### src/elr_pkg.sv
package elr_pkg;
	localparam int ELR_ADDR_W = 8;
	localparam int ELR_DATA_W = 4;
	localparam int ELR_CLK_NS = 25;
	// Device timing, slow grade figures in ns
	localparam int ELR_ACCESS_NS = 300;
	localparam int ELR_ENABLE_HIGH_NS = 100;
	localparam int ELR_ADDR_HOLD_NS = 50;
	localparam int ELR_OFF_DELAY_NS = 30;
	localparam int ELR_SETUP_NS = 150;
	localparam int ELR_PULSE_NS = 180;
	localparam int ELR_SEL_OFF_NS = 150;
	// Least times round up to whole cycles
	localparam int ELR_ACCESS_CYC = (ELR_ACCESS_NS + ELR_CLK_NS - 1) / ELR_CLK_NS;
	localparam int ELR_HIGH_CYC = (ELR_ENABLE_HIGH_NS + ELR_CLK_NS - 1) / ELR_CLK_NS;
	localparam int ELR_HOLD_CYC = (ELR_ADDR_HOLD_NS + ELR_CLK_NS - 1) / ELR_CLK_NS;
	localparam int ELR_OFF_CYC = (ELR_OFF_DELAY_NS + ELR_CLK_NS - 1) / ELR_CLK_NS;
	localparam int ELR_SETUP_CYC = (ELR_SETUP_NS + ELR_CLK_NS - 1) / ELR_CLK_NS;
	localparam int ELR_PULSE_CYC = (ELR_PULSE_NS + ELR_CLK_NS - 1) / ELR_CLK_NS;
	localparam int ELR_SELOFF_CYC = (ELR_SEL_OFF_NS + ELR_CLK_NS - 1) / ELR_CLK_NS;
	localparam int ELR_CNT_W = 5;
	typedef enum logic [2:0] {
		ST_IDLE, ST_ADDR, ST_READ, ST_WOFF, ST_WDATA, ST_WEND, ST_GAP
	} elr_state_t;
endpackage : elr_pkg

### src/elr_host.sv
// Overview of operation
// - Read needs enable and selects low, strobe high; wait access delay.
// - First rising control ends write; setup and hold reference it.
// - Selects low before strobe: wait off delay before driving data.
// - Consecutive writes may hold the strobe low throughout; here the strobe rises after every word.
`timescale 1ns/1ps
`default_nettype none
module elr_host
	import elr_pkg::*;
(
	input wire logic core_clk,
	input wire logic rst_n,
	input wire logic reqValid,
	input wire logic reqWrite,
	input wire logic [ELR_ADDR_W-1:0] reqAddr,
	input wire logic [ELR_DATA_W-1:0] reqData,
	output logic reqReady,
	output logic rspValid,
	output logic [ELR_DATA_W-1:0] rspData,
	output logic enable_n,
	output logic select_one_n,
	output logic select_two_n,
	output logic strobe_n,
	output logic [ELR_ADDR_W-1:0] addrOut,
	output logic [ELR_DATA_W-1:0] dqOut,
	output logic dqOe_n,
	input wire logic [ELR_DATA_W-1:0] dqIn
);
	elr_state_t state_r, state_nxt;
	logic [ELR_CNT_W-1:0] cnt_r, cnt_nxt;
	logic en_r, en_nxt, sel_r, sel_nxt, wr_r, wr_nxt, oe_r, oe_nxt;
	logic rdy_r, rdy_nxt, rv_r, rv_nxt;
	logic stb_r, stb_nxt;
	logic [ELR_ADDR_W-1:0] addr_r, addr_nxt;
	logic [ELR_DATA_W-1:0] wd_r, wd_nxt, rd_r, rd_nxt;
	logic [ELR_DATA_W-1:0] dqMeta_r, dqSync_r;

	always_ff @(posedge core_clk) begin
		dqMeta_r <= dqIn;
		dqSync_r <= dqMeta_r;
	end

	always_comb begin
		state_nxt = state_r;
		cnt_nxt = (cnt_r != '0) ? cnt_r - 1'b1 : cnt_r;
		en_nxt = en_r;
		sel_nxt = sel_r;
		wr_nxt = wr_r;
		oe_nxt = oe_r;
		stb_nxt = stb_r;
		rdy_nxt = 1'b0;
		rv_nxt = 1'b0;
		addr_nxt = addr_r;
		wd_nxt = wd_r;
		rd_nxt = rd_r;
		unique case (state_r)
			ST_IDLE: begin
				// idle with enable and selects high
				rdy_nxt = 1'b1;
				if (reqValid && rdy_r) begin
					rdy_nxt = 1'b0;
					addr_nxt = reqAddr;
					wd_nxt = reqData;
					wr_nxt = reqWrite;
					state_nxt = ST_ADDR;
				end
			end
			ST_ADDR: begin
				if (!en_r) begin
					// enable falls a cycle after the address settles
					en_nxt = 1'b1;
					cnt_nxt = ELR_CNT_W'(ELR_HOLD_CYC);
				end else if (cnt_r == '0) begin
					if (wr_r) begin
						// strobe falls before selects, outputs stay off
						stb_nxt = 1'b1;
						cnt_nxt = ELR_CNT_W'(ELR_OFF_CYC);
						state_nxt = ST_WOFF;
					end else begin
						sel_nxt = 1'b1;
						cnt_nxt = ELR_CNT_W'(ELR_ACCESS_CYC);
						state_nxt = ST_READ;
					end
				end
			end
			ST_READ: begin
				// sample only after full access delay
				if (cnt_r == '0) begin
					rd_nxt = dqSync_r;
					rv_nxt = 1'b1;
					sel_nxt = 1'b0;
					en_nxt = 1'b0;
					cnt_nxt = ELR_CNT_W'(ELR_SELOFF_CYC);
					state_nxt = ST_GAP;
				end
			end
			ST_WOFF: begin
				// drive data a safe time after strobe fall
				oe_nxt = 1'b1;
				if (cnt_r == '0) begin
					// all controls low opens the write window
					sel_nxt = 1'b1;
					cnt_nxt = ELR_CNT_W'(ELR_PULSE_CYC > ELR_SETUP_CYC ? ELR_PULSE_CYC
						: ELR_SETUP_CYC);
					state_nxt = ST_WDATA;
				end
			end
			ST_WDATA: begin
				if (cnt_r == '0) begin
					// selects end the window first, data held past it
					sel_nxt = 1'b0;
					cnt_nxt = ELR_CNT_W'(1);
					state_nxt = ST_WEND;
				end
			end
			ST_WEND: begin
				if (cnt_r == '0) begin
					// strobe rises only after selects, so no drive-back
					oe_nxt = 1'b0;
					en_nxt = 1'b0;
					// strobe rises per word, held-low series not used
					stb_nxt = 1'b0;
					cnt_nxt = ELR_CNT_W'(ELR_SELOFF_CYC);
					state_nxt = ST_GAP;
				end
			end
			ST_GAP: begin
				wr_nxt = 1'b0;
				if (cnt_r == '0) begin
					state_nxt = ST_IDLE;
				end
			end
			default: state_nxt = ST_IDLE;
		endcase
	end

	always_ff @(posedge core_clk) begin
		if (!rst_n) begin
			state_r <= ST_IDLE;
			cnt_r <= '0;
			en_r <= 1'b0;
			sel_r <= 1'b0;
			wr_r <= 1'b0;
			oe_r <= 1'b0;
			stb_r <= 1'b0;
			rdy_r <= 1'b0;
			rv_r <= 1'b0;
			addr_r <= '0;
			wd_r <= '0;
			rd_r <= '0;
		end else begin
			state_r <= state_nxt;
			cnt_r <= cnt_nxt;
			en_r <= en_nxt;
			sel_r <= sel_nxt;
			wr_r <= wr_nxt;
			oe_r <= oe_nxt;
			stb_r <= stb_nxt;
			rdy_r <= rdy_nxt;
			rv_r <= rv_nxt;
			addr_r <= addr_nxt;
			wd_r <= wd_nxt;
			rd_r <= rd_nxt;
		end
	end

	assign enable_n = ~en_r;
	assign select_one_n = ~sel_r;
	assign select_two_n = ~sel_r;
	// strobe from its own flop, no decode glitch
	assign strobe_n = ~stb_r;
	assign addrOut = addr_r;
	assign dqOut = wd_r;
	assign dqOe_n = ~oe_r;
	assign reqReady = rdy_r;
	assign rspValid = rv_r;
	assign rspData = rd_r;

	// never drive data while device may drive
	a_no_bus_fight: assert property (@(posedge core_clk) disable iff (!rst_n)
		oe_r |-> (wr_r && stb_r)) else $error("host drives data outside write");
	// read selects only with strobe high
	a_read_strobe_high: assert property (@(posedge core_clk) disable iff (!rst_n)
		(state_r == ST_READ) |-> (strobe_n && !enable_n)) else $error("bad read control");
	a_read_access_wait: assert property (@(posedge core_clk) disable iff (!rst_n)
		$rose(rv_r) |-> $past(state_r) == ST_READ) else $error("early read sample");
	a_write_hold: assert property (@(posedge core_clk) disable iff (!rst_n)
		$fell(sel_r) && wr_r |-> oe_r) else $error("data dropped before window end");
	// selects never low before strobe low in write
	a_write_sel_order: assert property (@(posedge core_clk) disable iff (!rst_n)
		(sel_r && wr_r) |-> !strobe_n) else $error("select before strobe");
	a_addr_stable: assert property (@(posedge core_clk) disable iff (!rst_n)
		(en_r && $past(en_r)) |-> $stable(addr_r)) else $error("address moved");
	a_idle_quiet: assert property (@(posedge core_clk) disable iff (!rst_n)
		(state_r == ST_IDLE) |-> (!en_r && !sel_r && !oe_r && !stb_r))
		else $error("idle not quiet");
	a_write_pulse: assert property (@(posedge core_clk) disable iff (!rst_n)
		$rose(sel_r) && wr_r |-> sel_r [*8]) else $error("write pulse short");
	// strobe rises only once selects are high
	a_strobe_last: assert property (@(posedge core_clk) disable iff (!rst_n)
		$fell(stb_r) |-> (!$past(sel_r) && !sel_r)) else $error("strobe rose before selects");
endmodule : elr_host
`default_nettype wire

### config.mk
export PLATFORM = sky130hd
export DESIGN_NAME = elr_host
export DESIGN_NICKNAME = d
export VERILOG_FILES = /design/src/elr_pkg.sv /design/src/elr_host.sv
export SDC_FILE = /design/constraint.sdc
export NUM_CORES = 1
export LEC_CHECK = 0
export ABC_CLOCK_PERIOD_IN_PS = 5100
export BUFFER_PORTS_ARGS = -buffer_cell sky130_fd_sc_hd__buf_2
export CAP_MARGIN = 25
export CORE_ASPECT_RATIO = 0.7
export CORE_MARGIN = 5
export CORE_UTILIZATION = 35
export CTS_CLUSTER_SIZE = 24
export DETAILED_ROUTE_END_ITERATION = 8
export GPL_ROUTABILITY_DRIVEN = 0
export PLACE_DENSITY = 0.64
export SLEW_MARGIN = 0
export SYNTH_ARGS = -nofsm -noshare
export SYNTH_HDL_FRONTEND = slang
export SYNTH_SLANG_ARGS = --single-unit
### constraint.sdc
create_clock -name core_clk -period 5.1 [get_ports core_clk]
set_clock_uncertainty 0.2 [all_clocks]
set_input_delay 0.51 -clock core_clk [delete_from_list [all_inputs] [get_ports core_clk]]
set_output_delay 0.51 -clock core_clk [all_outputs]
set_load 0.01 [all_outputs]
==> results.tsv <==
stage	metric	value	unit
die	row count	20	
detailed_routing	via/cell ratio	4.93	
run	max_cap viols	0	
cts	Post-CTS Resized	0	
sta	max-slew violation count	0	
detailed_routing	final wirelength	3.58	mm
synth	Ys Warns	0	
synth	Post-synth EDFFs	0	
critical_path	Req. time, crit path	5050	ps
synth	Syn Inst Count	189	
critical_path	crit-path cells	inv_1, ha_1, nor4b_4, inv_2, or4_1, mux2i_1, nor2_1	
die	Die Y	66.4	um
synth	Mapped Nets	212	
synth	Synth Register Bits	39	
synth	library cells used by synthesis	35	
die	Core Region	4380	um^2
synth	Most used DFF post-synth	dfxtp_1	
synth	sequential element share of the synthesized area	0.491	
cts	CTS Hold Bufs	0	
detailed_routing	Via Count	1375	
sta	Final period util	0.521	
cells_and_area	Util after Layout	0.439	
sta	Final WS setup	2440	ps
detailed_routing	Initial DRT Pass Iterations	4	
cts	# H-tree levels	2	
synth	Mapped Area	1590	um^2
sta	Post-Route Setup TNS	0	ps
die	Initial Utilization	0.363	
critical_path	WP data arrival	2600	ps
sta	Slew headroom	0.376	
synth	FFs w/ async S/R, synth	0	
power	VDD IR-drop max	152	uV
cts	TritonCTS Sinks	39	
cts	CTS tree	built	
sta	slew at the pin closest to its max-slew limit	935	ps
critical_path	slowest cell on the critical path	nor4b_4	
cells_and_area	share of cells above drive strength 1	0.232	
worst_hold_path	worst hold path class	input port to flip-flop	
cts	buffer depth of the longest clock path	2	
die	die area	6010	um^2
cts	Clock Latency Late Sink	280	ps
placement	Area after DPL	1810	um^2
placement	Port Buf Inserts	42	
sta	Hold Vio Cnt, Final	0	
global_routing	maximum number of pins on one net before global-route repair	25	
critical_path	CP Launch Type	flip-flop	
global_routing	initial antenna violation count	0	
placement	DP HPWL	2.54	mm
critical_path	worst-path maximum fanout	14	
global_routing	global-route wire length before repair	6.11	mm
critical_path	critical path's largest stage delay	600	ps
detailed_routing	First DRT Iteration DRCs	114	
cts	Inserted Clock Buffers	5	
sta	RSZ-0062 raised after global routing	no	
global_routing	Overflow after GRT	0	
cells_and_area	commonest non-fill, non-tap cell in the layout	buf_2	
cells_and_area	nets@finish	246	
sta	crit path time final	2660	ps
critical_path	Crit Path Class	flip-flop to flip-flop	
cells_and_area	Syn-to-layout area delta	21.0	%
cells_and_area	ANT cells	0	
detailed_routing	WL/cell	12.8	um
die	Horiz. Die Dim	90.6	um
critical_path	Worst Setup End Kind	flip-flop	
placement	dpl ws	2460	ps
cts	clock root cell	clkbuf_8	
global_routing	vias in the first global route	1302	
die	IO Count	43	
cts	setup bufs post-CTS	0	
cells_and_area	highest-count cells in the layout ignoring fill and taps	42 x buf_2, 39 x dfxtp_1, 32 x nand2_1, 23 x a21oi_1, 11 x nor2_1	
outcome	status	completed	
power	Pwr per Cell Area	434	nW/um^2
cts	clock slew seen by the registers of the worst setup and hold paths	70	ps
detailed_routing	drt drc	0	
detailed_routing	antenna-violating nets left	0	
cells_and_area	post-layout instance area	1920	um^2
synth	syn avg cell area	8.41	um^2
sta	Final Setup Violations	0	
sta	fmax	377	MHz
power	Leak	0.808	nW
global_routing	All-Layer GR Usage	0.126	
==> cell usage after synthesis (2+ instances only) <==
cell | n | area share
dfxtp_1 | 39 | 0.49
nand2_1 | 32 | 0.076
a21oi_1 | 23 | 0.072
clkbuf_1 | 11 | 0.026
nor2_1 | 11 | 0.026
o21ai_0 | 10 | 0.031
inv_1 | 9 | 0.021
nand3_1 | 6 | 0.019
nor3_1 | 5 | 0.016
and3_1 | 4 | 0.016
mux2i_1 | 4 | 0.025
ha_1 | 3 | 0.024
o31ai_1 | 3 | 0.014
a211oi_1 | 2 | 0.0094
a31oi_1 | 2 | 0.0079
buf_2 | 2 | 0.0063
nand2b_1 | 2 | 0.0079
nor2b_1 | 2 | 0.0079
o211ai_1 | 2 | 0.0094
xnor2_1 | 2 | 0.011
==> worst max-delay path, delay by kind of cell, from the launching register on <==
family        cells  cell delay, ps
simple gates      3            1250
buf+inv           2             290
flops             1             330
mux               1             210
fa+ha+maj         1             230
==> layer usage <==
metal / GRT usage / vias to the layer above / routed length, um
met2: 0.184 / 44 / 1500
li1: - / 708 / -
met5: 0 / - / 0
met4: 0.0390 / 0 / 33
met1: 0.173 / 618 / 1750
met3: 0.0444 / 5 / 296
==> metrics by stage <==
| stage | total power [mW] | std cells | hold slack [ps] |
|---|---|---|---|
| 2_1_floorplan | 0.528 | 189 | 110 |
| 3_3_place_gp | 0.578 | 271 | 110 |
| 3_5_place_dp | 0.580 | 271 | 113 |
| 4_1_cts | 0.846 | 279 | 108 |
| 5_1_grt | 0.899 | 279 | 111 |
| 6_report | 0.835 | 279 | 122 |
==> cells by family after synthesis <==
kind of cell               count (synthesis)  share of synthesized area
xor gates and xnor gates                   3                     0.0165
DFF                                       39                      0.491
and+or+nand+nor                           64                      0.187
AOI/OAI and AO/OA                         50                      0.187
muxes                                      4                     0.0252
adders and majority gates                  4                     0.0299
buffers and inverters                     25                     0.0629
==> state kept, by name, indices dropped and copies added (netlist names) <==
name / cells
oe_r: 1
state_r: 3
wr_r: 1
addrOut: 8
rspValid: 1
reqReady: 1
sel_r: 1
dqMeta_r: 4
dqOut: 4
dqSync_r: 4
cnt_r: 5
rspData: 4
stb_r: 1
en_r: 1
==> path summary, 6_finish.rpt <==
kind / start / to / slack, ps / cells past startpoint
worst max register to register: cnt_r[0]$_SDFF_PN0_ / rspData[0]$_SDFFE_PN0P_ / 2440 / 7
worst min-delay path: dqIn[0] / dqMeta_r[0]$_DFF_P_ / 120 / 1
worst max-delay path: cnt_r[0]$_SDFF_PN0_ / rspData[0]$_SDFFE_PN0P_ / 2440 / 7
worst min register to register: dqMeta_r[1]$_DFF_P_ / dqSync_r[1]$_DFF_P_ / 130 / 0
==> layout make-up <==
| class | count | area [um^2] |
|---|---|---|
| inverter | 10 | 37.5 |
| multi-input combinational | 125 | 709 |
| clock buffer | 6 | 82.6 |
| fill | 424 | 2450 |
| timing repair buffer | 42 | 210 |
| sequential | 39 | 781 |
| tap | 55 | 68.8 |
| clock inverter | 2 | 35.0 |
==> power by group <==
part / switching (mW) / leakage [nW] / internal [mW]
Sequential: 0.0298 / 0.320 / 0.333
Combinational: 0.119 / 0.427 / 0.0913
Clock: 0.104 / 0.0612 / 0.158
No activity file was read; power rests on OpenSTA's default activity.
